<file path="src/atc_defines.svh">
// Register offsets, field positions, reset values and timing counts.
`ifndef ATC_DEFINES_SVH
`define ATC_DEFINES_SVH

// ----------------------------------------------------------------------
// Register offsets
// ----------------------------------------------------------------------
`define ATC_ADDR_STATUS 8'h22
`define ATC_ADDR_COMPARE 8'h23
`define ATC_ADDR_COUNT 8'h24
`define ATC_ADDR_CONTROL 8'h25
`define ATC_ADDR_FLAGS 8'h38
`define ATC_ADDR_MASK 8'h39

// ----------------------------------------------------------------------
// Field positions
// ----------------------------------------------------------------------
`define ATC_ST_ASYNC 3
`define ATC_ST_CNT_BUSY 2
`define ATC_ST_CMP_BUSY 1
`define ATC_ST_CTL_BUSY 0
`define ATC_CTL_CS_HI 2
`define ATC_CTL_CS_LO 0
`define ATC_CTL_CLR_ON_CMP 3
`define ATC_CTL_COM_HI 5
`define ATC_CTL_COM_LO 4
`define ATC_CTL_PWM 6
`define ATC_FLG_OVF 0
`define ATC_FLG_CMP 1

// ----------------------------------------------------------------------
// Reset values
// ----------------------------------------------------------------------
`define ATC_RST_BYTE 8'h00
`define ATC_RST_FLAGS 2'h0

// ----------------------------------------------------------------------
// Timing counts
// ----------------------------------------------------------------------
`define ATC_FLAG_SYNC_CYCLES 3
`define ATC_WAKE_HALT_CYCLES 3'h4
`define ATC_PWM_TICKS_PER_PERIOD 510
`define ATC_PRE_MASK_8 10'h007
`define ATC_PRE_MASK_32 10'h01f
`define ATC_PRE_MASK_64 10'h03f
`define ATC_PRE_MASK_128 10'h07f
`define ATC_PRE_MASK_256 10'h0ff
`define ATC_PRE_MASK_1024 10'h3ff

`endif

</file>
<file path="src/atc_pkg.sv">
// Types shared by the timer/counter modules.
`include "atc_defines.svh"

package atc_pkg;

  typedef enum logic {ATC_UP, ATC_DOWN} atc_dir_t;

  typedef struct packed {
    logic [7:0] count;
    logic [7:0] cmp;
    logic [7:0] ctrl;
    logic [7:0] cnt_tmp;
    logic [7:0] cmp_tmp;
    logic [7:0] ctrl_tmp;
    logic async_sel;
    logic busy_cnt;
    logic busy_cmp;
    logic busy_ctrl;
    logic [1:0] flags;
    logic [1:0] mask;
    logic [1:0] pend;
    logic [2*`ATC_FLAG_SYNC_CYCLES-1:0] pipe;
    atc_dir_t dir;
    logic oc;
    logic osc_d;
    logic [7:0] rdata;
    logic irq;
    logic wake;
    logic [2:0] halt_cnt;
    logic halt;
  } atc_top_t;

  typedef struct packed {
    logic [9:0] cnt;
  } atc_pre_t;

  typedef struct packed {
    logic meta;
    logic stable;
  } atc_sync_t;

endpackage : atc_pkg

</file>
<file path="src/atc_timer.sv">
// Eight-bit timer/counter with asynchronous clock option and PWM mode.
// What this block does
// - In PWM mode the overflow flag sets when the counter moves on from zero.
// - PWM overflow and compare flags raise interrupts as in normal counting.
// - In PWM mode the output period is the timer clock divided by 510.
// - The counter runs from the source tick, a prescaled tick, or stops.
// - The async select bit moves the timer onto the oscillator pin.
// - An async count write sets count busy until the counter is loaded.
// - An async compare write sets compare busy until compare is loaded.
// - An async control write sets control busy until control is loaded.
// - Count reads are live; compare and control reads give temp storage.
// - Bits 7..4 of the async status register always read zero.
// - Async flag sync takes one timer cycle plus three processor cycles.
// - The compare output changes on the timer tick, not after flag sync.
// - A timer wake-up halts the processor for four cycles.
// - With async select the counter runs in power-save and may wake.
`timescale 1ns/1ps

module atc_timer (
  input wire logic clk_i,
  input wire logic arst_n_i,
  input wire logic [7:0] addr_i,
  input wire logic [7:0] wdata_i,
  input wire logic wr_i,
  input wire logic rd_i,
  output logic [7:0] rdata_o,
  input wire logic osc_input_pin_i,
  input wire logic global_irq_en_i,
  input wire logic sleep_power_save_i,
  output logic irq_o,
  output logic pwm_output_pin_o,
  output logic osc_pins_claimed_o,
  output logic wake_o,
  output logic cpu_halt_o
);

  localparam int PW = 2 * `ATC_FLAG_SYNC_CYCLES;

  atc_pkg::atc_top_t r;
  atc_pkg::atc_top_t n;

  logic osc_s;
  logic src_tick;
  logic tick;
  logic match;
  logic [1:0] com;
  logic [1:0] evt;
  logic [1:0] push;
  logic [1:0] set;
  logic [1:0] clr;

  // ----------------------------------------------------------------------
  // Timer source and prescaler
  // ----------------------------------------------------------------------
  atc_sync2 u_osc_sync (
    .clk_i(clk_i),
    .arst_n_i(arst_n_i),
    .async_i(osc_input_pin_i),
    .sync_o(osc_s)
  );

  // The oscillator is sampled, so it must run well below half of clk_i.
  // In power-save the system clock tick stops, the oscillator tick does not.
  always_comb begin
    if (r.async_sel) begin
      src_tick = osc_s && !r.osc_d;
    end else begin
      src_tick = !sleep_power_save_i;
    end
  end

  atc_prescale u_prescale (
    .clk_i(clk_i),
    .arst_n_i(arst_n_i),
    .src_tick_i(src_tick),
    .sel_i(r.ctrl[`ATC_CTL_CS_HI:`ATC_CTL_CS_LO]),
    .tick_o(tick)
  );

  assign com = r.ctrl[`ATC_CTL_COM_HI:`ATC_CTL_COM_LO];
  assign match = (r.count == r.cmp);

  // ----------------------------------------------------------------------
  // Next state
  // ----------------------------------------------------------------------
  always_comb begin
    n = r;
    evt = 2'h0;
    push = 2'h0;
    set = 2'h0;
    clr = 2'h0;
    n.osc_d = osc_s;

    // Counting, one step per timer tick.
    if (tick) begin
      if (r.ctrl[`ATC_CTL_PWM]) begin
        // Up to all ones and back down: 255 + 255 ticks per period.
        if (r.count == 8'h00) begin
          evt[`ATC_FLG_OVF] = 1'b1;
        end
        if (match) begin
          evt[`ATC_FLG_CMP] = 1'b1;
        end
        if (r.dir == atc_pkg::ATC_UP) begin
          if (r.count == 8'hff) begin
            n.dir = atc_pkg::ATC_DOWN;
            n.count = 8'hfe;
          end else begin
            n.count = r.count + 8'h01;
          end
        end else if (r.count <= 8'h01) begin
          n.dir = atc_pkg::ATC_UP;
          n.count = 8'h00;
        end else begin
          n.count = r.count - 8'h01;
        end
        if (com[1]) begin
          if (r.cmp == 8'hff) begin
            n.oc = (com == 2'h2);
          end else if (r.cmp == 8'h00) begin
            n.oc = (com == 2'h3);
          end else if (match) begin
            // Non-inverted clears counting up; inverted sets counting up.
            n.oc = ((r.dir == atc_pkg::ATC_UP) == com[0]);
          end
        end
      end else begin
        if (r.count == 8'hff) begin
          evt[`ATC_FLG_OVF] = 1'b1;
        end
        if (match) begin
          evt[`ATC_FLG_CMP] = 1'b1;
        end
        if (match && r.ctrl[`ATC_CTL_CLR_ON_CMP]) begin
          n.count = 8'h00;
        end else begin
          n.count = r.count + 8'h01;
        end
        if (match) begin
          case (com)
            2'h1: n.oc = !r.oc;
            2'h2: n.oc = 1'b0;
            2'h3: n.oc = 1'b1;
            default: n.oc = r.oc;
          endcase
        end
      end
    end

    // ----------------------------------------------------------------------
    // Async update from temporary storage on the timer clock
    // ----------------------------------------------------------------------
    if (r.async_sel && src_tick) begin
      if (r.busy_cnt) begin
        n.count = r.cnt_tmp;
        n.busy_cnt = 1'b0;
      end
      if (r.busy_cmp) begin
        n.cmp = r.cmp_tmp;
        n.busy_cmp = 1'b0;
      end
      if (r.busy_ctrl) begin
        n.ctrl = r.ctrl_tmp;
        n.busy_ctrl = 1'b0;
      end
    end

    // ----------------------------------------------------------------------
    // Flag synchronisation
    // ----------------------------------------------------------------------
    // An event waits for the next timer tick, then three system cycles.
    if (r.async_sel && src_tick) begin
      push = r.pend;
      n.pend = evt;
    end else begin
      n.pend = r.pend | evt;
    end
    if (!r.async_sel) begin
      n.pend = 2'h0;
      set = evt;
    end
    n.pipe = {r.pipe[PW-3:0], push};
    set = set | r.pipe[PW-1:PW-2];

    // ----------------------------------------------------------------------
    // Register writes
    // ----------------------------------------------------------------------
    if (wr_i) begin
      if (addr_i == `ATC_ADDR_STATUS) begin
        n.async_sel = wdata_i[`ATC_ST_ASYNC];
        if (wdata_i[`ATC_ST_ASYNC] != r.async_sel) begin
          // Pending transfers are dropped; software rewrites them.
          n.busy_cnt = 1'b0;
          n.busy_cmp = 1'b0;
          n.busy_ctrl = 1'b0;
        end
      end else if (addr_i == `ATC_ADDR_COUNT) begin
        n.cnt_tmp = wdata_i;
        if (r.async_sel) begin
          n.busy_cnt = 1'b1;
        end else begin
          n.count = wdata_i;
        end
      end else if (addr_i == `ATC_ADDR_COMPARE) begin
        n.cmp_tmp = wdata_i;
        if (r.async_sel) begin
          n.busy_cmp = 1'b1;
        end else begin
          n.cmp = wdata_i;
        end
      end else if (addr_i == `ATC_ADDR_CONTROL) begin
        n.ctrl_tmp = wdata_i;
        if (r.async_sel) begin
          n.busy_ctrl = 1'b1;
        end else begin
          n.ctrl = wdata_i;
        end
      end else if (addr_i == `ATC_ADDR_FLAGS) begin
        clr = wdata_i[1:0];
      end else if (addr_i == `ATC_ADDR_MASK) begin
        n.mask = wdata_i[1:0];
      end
    end

    // A flag set by hardware in the same cycle as its clear stays set.
    n.flags = (r.flags & ~clr) | set;

    // ----------------------------------------------------------------------
    // Register reads
    // ----------------------------------------------------------------------
    n.rdata = 8'h00;
    if (rd_i) begin
      if (addr_i == `ATC_ADDR_STATUS) begin
        n.rdata = {4'h0, r.async_sel, r.busy_cnt, r.busy_cmp,
                   r.busy_ctrl};
      end else if (addr_i == `ATC_ADDR_COUNT) begin
        n.rdata = r.count;
      end else if (addr_i == `ATC_ADDR_COMPARE) begin
        n.rdata = r.cmp_tmp;
      end else if (addr_i == `ATC_ADDR_CONTROL) begin
        n.rdata = r.ctrl_tmp;
      end else if (addr_i == `ATC_ADDR_FLAGS) begin
        n.rdata = {6'h00, r.flags};
      end else if (addr_i == `ATC_ADDR_MASK) begin
        n.rdata = {6'h00, r.mask};
      end
    end

    // ----------------------------------------------------------------------
    // Interrupt, wake-up and halt
    // ----------------------------------------------------------------------
    n.irq = global_irq_en_i && ((n.flags & n.mask) != 2'h0);
    // Wake does not need the global enable, so a sleeping part still wakes.
    n.wake = sleep_power_save_i && r.async_sel &&
             ((n.flags & n.mask) != 2'h0);
    if (n.wake && !r.wake) begin
      n.halt_cnt = `ATC_WAKE_HALT_CYCLES;
    end else if (r.halt_cnt != 3'h0) begin
      n.halt_cnt = r.halt_cnt - 3'h1;
    end
    n.halt = (n.halt_cnt != 3'h0);
  end

  // ----------------------------------------------------------------------
  // State register
  // ----------------------------------------------------------------------
  always_ff @(posedge clk_i or negedge arst_n_i) begin
    if (!arst_n_i) begin
      r <= '0;
    end else begin
      r <= n;
    end
  end

  assign rdata_o = r.rdata;
  assign irq_o = r.irq;
  assign pwm_output_pin_o = r.oc;
  assign osc_pins_claimed_o = r.async_sel;
  assign wake_o = r.wake;
  assign cpu_halt_o = r.halt;

endmodule : atc_timer

</file>
<file path="src/atc_sync2.sv">
// Two-flop synchroniser for a level arriving from outside the clock domain.
`timescale 1ns/1ps

module atc_sync2 (
  input wire logic clk_i,
  input wire logic arst_n_i,
  input wire logic async_i,
  output logic sync_o
);

  atc_pkg::atc_sync_t r;
  atc_pkg::atc_sync_t n;

  always_comb begin
    n = r;
    n.meta = async_i;
    n.stable = r.meta;
  end

  always_ff @(posedge clk_i or negedge arst_n_i) begin
    if (!arst_n_i) begin
      r <= '0;
    end else begin
      r <= n;
    end
  end

  assign sync_o = r.stable;

endmodule : atc_sync2

</file>
<file path="src/atc_prescale.sv">
// Prescaler: divides the timer source tick by the selected ratio.
`timescale 1ns/1ps

module atc_prescale (
  input wire logic clk_i,
  input wire logic arst_n_i,
  input wire logic src_tick_i,
  input wire logic [2:0] sel_i,
  output logic tick_o
);

  atc_pkg::atc_pre_t r;
  atc_pkg::atc_pre_t n;
  logic [9:0] mask;

  always_comb begin
    n = r;
    mask = 10'h000;
    if (src_tick_i) begin
      n.cnt = r.cnt + 10'h001;
    end
    case (sel_i)
      3'h2: mask = `ATC_PRE_MASK_8;
      3'h3: mask = `ATC_PRE_MASK_32;
      3'h4: mask = `ATC_PRE_MASK_64;
      3'h5: mask = `ATC_PRE_MASK_128;
      3'h6: mask = `ATC_PRE_MASK_256;
      3'h7: mask = `ATC_PRE_MASK_1024;
      default: mask = 10'h000;
    endcase
  end

  // Select zero stops the counter; select one passes every source tick.
  assign tick_o = src_tick_i && (sel_i != 3'h0) && ((r.cnt & mask) == mask);

  always_ff @(posedge clk_i or negedge arst_n_i) begin
    if (!arst_n_i) begin
      r <= '0;
    end else begin
      r <= n;
    end
  end

endmodule : atc_prescale

</file>
<file path="config.mk">
export PLATFORM = sky130hd
export DESIGN_NAME = atc_timer
export DESIGN_NICKNAME = d
export VERILOG_FILES = /design/src/atc_pkg.sv /design/src/atc_timer.sv /design/src/atc_sync2.sv /design/src/atc_prescale.sv
export VERILOG_INCLUDE_DIRS = /design/src
export SDC_FILE = /design/constraint.sdc
export NUM_CORES = 1
export LEC_CHECK = 0
export BUFFER_PORTS_ARGS = -buffer_cell sky130_fd_sc_hd__buf_4
export CAP_MARGIN = 40
export CELL_PAD_IN_SITES_DETAIL_PLACEMENT = 1
export CELL_PAD_IN_SITES_GLOBAL_PLACEMENT = 2
export CORE_MARGIN = 2
export CORE_UTILIZATION = 42
export DETAILED_ROUTE_END_ITERATION = 8
export HOLD_SLACK_MARGIN = 0.02
export MAX_ROUTING_LAYER = met4
export PLACE_DENSITY = 0.87
export REMOVE_ABC_BUFFERS = 1
export SYNTH_ARGS = -nofsm -noshare
export SYNTH_HDL_FRONTEND = slang
export SYNTH_SLANG_ARGS = --single-unit
export TNS_END_PERCENT = 1
</file>
<file path="constraint.sdc">
create_clock -name clk_i -period 7.15 [get_ports clk_i]
set_clock_uncertainty 0.1 [all_clocks]
set_input_delay 1.43 -clock clk_i [delete_from_list [all_inputs] [get_ports clk_i]]
set_output_delay 1.43 -clock clk_i [all_outputs]
set_load 0.05 [all_outputs]
</file>
Word level (Yosys, flattened, before mapping)
Cells that the tools add are included.

Flip-flop bits (word level): 93. Bits of input ports: 23. Output and inout bits: 13.

$add $sub $neg: 4. $lt $le $gt $ge: 1. Equal/unequal tests: 22. Multiplexer cells: 79. Bitwise operators: 11. Reductions and logical operators: 28.

Operator list (number): 8-bit 2-to-1 mux (25); 10-bit one-hot mux with 6 select lines (1); 52-bit 2-to-1 mux (1); 8-bit by 6-bit == test with 1-bit output, second input constant (6); 48-bit 2-to-1 mux (1); 2-bit 2-to-1 mux (21); 16-bit 2-to-1 mux (2); 24-bit 2-to-1 mux (1); 1-bit 2-to-1 mux (21); 8-bit == test, second input constant (2); 8-bit logical NOT (2); 3-bit 2-to-1 mux (5); 3-bit == test, second input constant (4); 3-bit nonzero test (4); 10-bit by 1-bit adder with 10-bit output, second input constant (1); 10-bit bitwise AND (1); 10-bit == test (1); 5-bit AND reduction (2); 1-bit logical AND (9); 8-bit by 1-bit adder with 8-bit output, second input constant (1); 8-bit == test (1); 8-bit by 1-bit less-or-equal comparator with 1-bit output, second input constant (1); 8-bit by 1-bit subtractor with 8-bit output, second input constant (1); 3-bit by 2-bit == test with 1-bit output, second input constant (2); 17 further kinds (29).

Longest topological paths before layout
Word-level depth: 16. Depth in mapped cells: 9. Mapped depth without buffers: 8.

By module
Synthesis repeated with hierarchy kept, for this count alone.

Cells, all modules: 493. Area total of the unflattened synthesis: 5132.4 µm².

By module, submodules not included: atc_timer (instances 1, cells an instance 444, area each 4569.4 µm², sequential area each 2001.9 µm²); atc_prescale (instances 1, cells an instance 47, area each 513.0 µm², sequential area each 250.2 µm²); atc_sync2 (instances 1, cells an instance 2, area each 50.0 µm², sequential area each 50.0 µm²).

Worst setup path before layout
OpenSTA, ideal clock, no wires.

Path type: input-to-reg. Start point: in wr_i. End point: reg r[73] (netlist bit). Setup time: 136 ps. Data arrival time: 3136 ps. Path slack: 3778 ps. Stages: 8. Path through: buf_2 > or3b_2 > or4_1 > clkbuf_1 > nand2_1 > nor3_1 > a221oi_1 > o41ai_1.

RTL lines: start, declared (RTL line atc_timer.sv:24) `input wire logic wr_i,`; end signal, assigned (RTL line atc_timer.sv:271) `r <= n;`; end, declared (RTL line atc_timer.sv:39) `atc_pkg::atc_top_t r;`.

==> metrics <==
status complete, no violations; most frequent cells in the layout dfrtp_1, nor2_1, buf_4, a21oi_1, mux2_2; highest clock rate 0.282 GHz; DRC errors left 0; FFs w/ async S/R, synth 100%; Port-buffer cells 35; clock period minus worst slack 3550 ps; Largest stage delay, worst path 580 ps; Setup crit end r[60]; simple-gate portion of the synthesized area 17.0%; Final Setup Violations 0; fin crit share 49.7%; Final Hold Viols 0; diode count 0; Die Y-Extent 113 um; Final ANT Viol Nets 0; core footprint 11500 um^2; first-pass GRT wire length 22200 um; worst hold path type flop to flop; Nets 537; row count 39; Hold Buf Count CTS 0; die area 12700 um^2; crit-path max FO 14; via count 3872; post-synthesis sequential element count 92; leakage 2.56 nW; first-pass iteration count of the detailed router 4; Design Area, Final 5580 um^2; sequential fraction of the synthesis area 46.6%; post-synthesis mux area share 11.3%; largest net degree at the start of global routing 49; reg2reg setup slack 4150 ps; Detail Placement HPWL 9740 um; YS warnings 0; Worst Max-Slew Pin Slew 771 ps; CTS Buffer Depth 2; Slew headroom 47.9%; power per cell area 233 nW/um^2; grt total ovfl 0; # Max-Cap Violations 0; Post-Synth Adder-Cell Area 1.77%; Arr. time, crit path 3640 ps; VDD IR max 0.186 mV; Setup crit end kind flop; Synth Instances 492; RSZ-0062 raised after global routing no; Worst-path clk slew 60 ps; FF-to-FF Start osc_pins_claimed_o; share of cells above drive strength 1 18.4%; syn_area_per_cell 10.1 um^2; # IOs 36; CTS H-Tree Depth 3; Startpoint Class primary input; Wirelength per Cell 20.6 um; Synth Area in Compound Gates 15.0%; Power, Total 1.30 mW; setup bufs post-CTS 0; Max Transition Viols Final 0; Worst R2R Path Depth 6; CP Cell Sequence buf_4 -> or3b_1 -> or2_1 -> nor2_2 -> nand4_1 -> nor2_1 -> a21oi_1; ys flop type dfrtp_1; CTS Sinks 92; Worst Setup SP addr_i[7]; Yosys cell types 61; initial antenna violation count 0; slowest CP cell nand4_1; largest family of logic cells by synthesized area simple AND/OR/NAND/NOR gates; area grow syn2layout 12.8%; R2R Path End irq_o; Post-DP Area 5240 um^2; Clock Latency Late Sink 340 ps; Required @ worst endpoint 7240 ps; First DRT Iteration DRCs 185; clock root cell clkbuf_16; effective utilization at floorplan 43.1%; post_cts resized 0; Final Wtd Congestion 0.856; vias in the first global route 4113; GRT Resource Usage Total 23.0%; drt via density 5.91; Syn Std Cell Area 4940 um^2; Die X 113 um; CTS buffer count 9; commonest non-fill, non-tap cell in the layout dfrtp_1; number of synthesized flops with an enable pin 0; CTS tree built; setup total negative slack 0 ps; final WL 13500 um; xor-xnor portion of the synthesized cell area 3.90%; CP Class primary input to flop
-- critical path: cells and delay by family --
kind | cells | cell delay, ps
AO/OA/AOI/OAI | 1 | 70
buffers and inverters | 1 | 110
AND/OR/NAND/NOR | 5 | 2030
-- report_power, final --
group	leakage, nW	switching, mW	total, mW	internal, mW
Sequential	1.18	0.0548	0.612	0.557
Clock	0.170	0.206	0.548	0.341
Combinational	1.21	0.0752	0.140	0.0645
Total	2.56	0.336	1.30	0.963
-- registers in the layout, indices dropped and copies added, names as in the netlist, 2 cells and up --
| name | count |
|---|---|
| r | 61 |
| rdata_o | 8 |
| com | 2 |
| n | 4 |
| u_prescale.r | 10 |
-- synth_stat cells, types with 5 or more instances --
cell type	number	area share (%)
o22ai_1	10	1.3
a21oi_1	32	3.2
a22oi_1	11	1.7
xnor2_1	10	1.8
dfrtp_1	92	47
xor2_1	12	2.1
nand4_1	12	1.5
mux2i_1	20	4.0
nand2_1	31	2.4
and2_1	6	0.76
nand3_1	14	1.4
nor2_1	37	2.8
nor4_1	5	0.63
a31oi_1	7	0.89
nor2b_1	5	0.63
nand2b_1	9	1.1
and3_1	6	0.76
nor3b_1	5	0.76
buf_4	8	1.2
o21ai_0	16	1.6
inv_1	15	1.1
a21boi_0	5	0.76
clkbuf_1	21	1.6
mux2_2	32	7.3
ha_1	7	1.8
nor3_1	7	0.71
-- area by class of cell --
type                       count  area [um^2]
multi-input combinational    352         2420
clock buffer                   9          225
timing repair buffer          37          280
fill                        1289         5890
tap                          143          179
clock inverter                 7          114
sequential                    92         2300
inverter                      15         56.3
-- per-stage QoR --
stage / hold WS, ps / setup slack [ps] / instances / utilization, %
after floorplan: 231 / 3790 / 459 / -
after global placement: 234 / 3220 / 638 / 45.6
after detailed placement: 236 / 3280 / 639 / 45.7
after CTS: 251 / 3610 / 655 / 48.7
after global routing: 262 / 3410 / 655 / 48.7
final: 250 / 3600 / 655 / 48.7
-- worst min-delay path by stage --
stage	depth (start not counted)	from	to	slack (ps)
finish	0	n[20]	n[22]	250
CTS	0	n[20]	n[22]	250
floorplan	0	n[19]	n[21]	230
global placement	0	n[20]	n[22]	230
detailed placement	0	n[20]	n[22]	240
global route	0	n[20]	n[22]	260
-- layer usage --
layer / vias up / part of all wire (%) / track usage [%]
met5: - / 0 / -
met4: 0 / 2.2 / 8.54
met3: 22 / 1.7 / 2.54
met2: 51 / 49 / 36.3
met1: 1996 / 47 / 30.8
li1: 1803 / - / -
-- logic make-up after synthesis --
group,count (synthesis)
adder cells (fa/ha/maj),7
buffers and inverters,48
AO/OA/AOI/OAI,113
AND/OR/NAND/NOR,158
flip-flops,92
XOR/XNOR,22
multiplexers,52
Note: power is estimated with default switching activity, not from simulation.
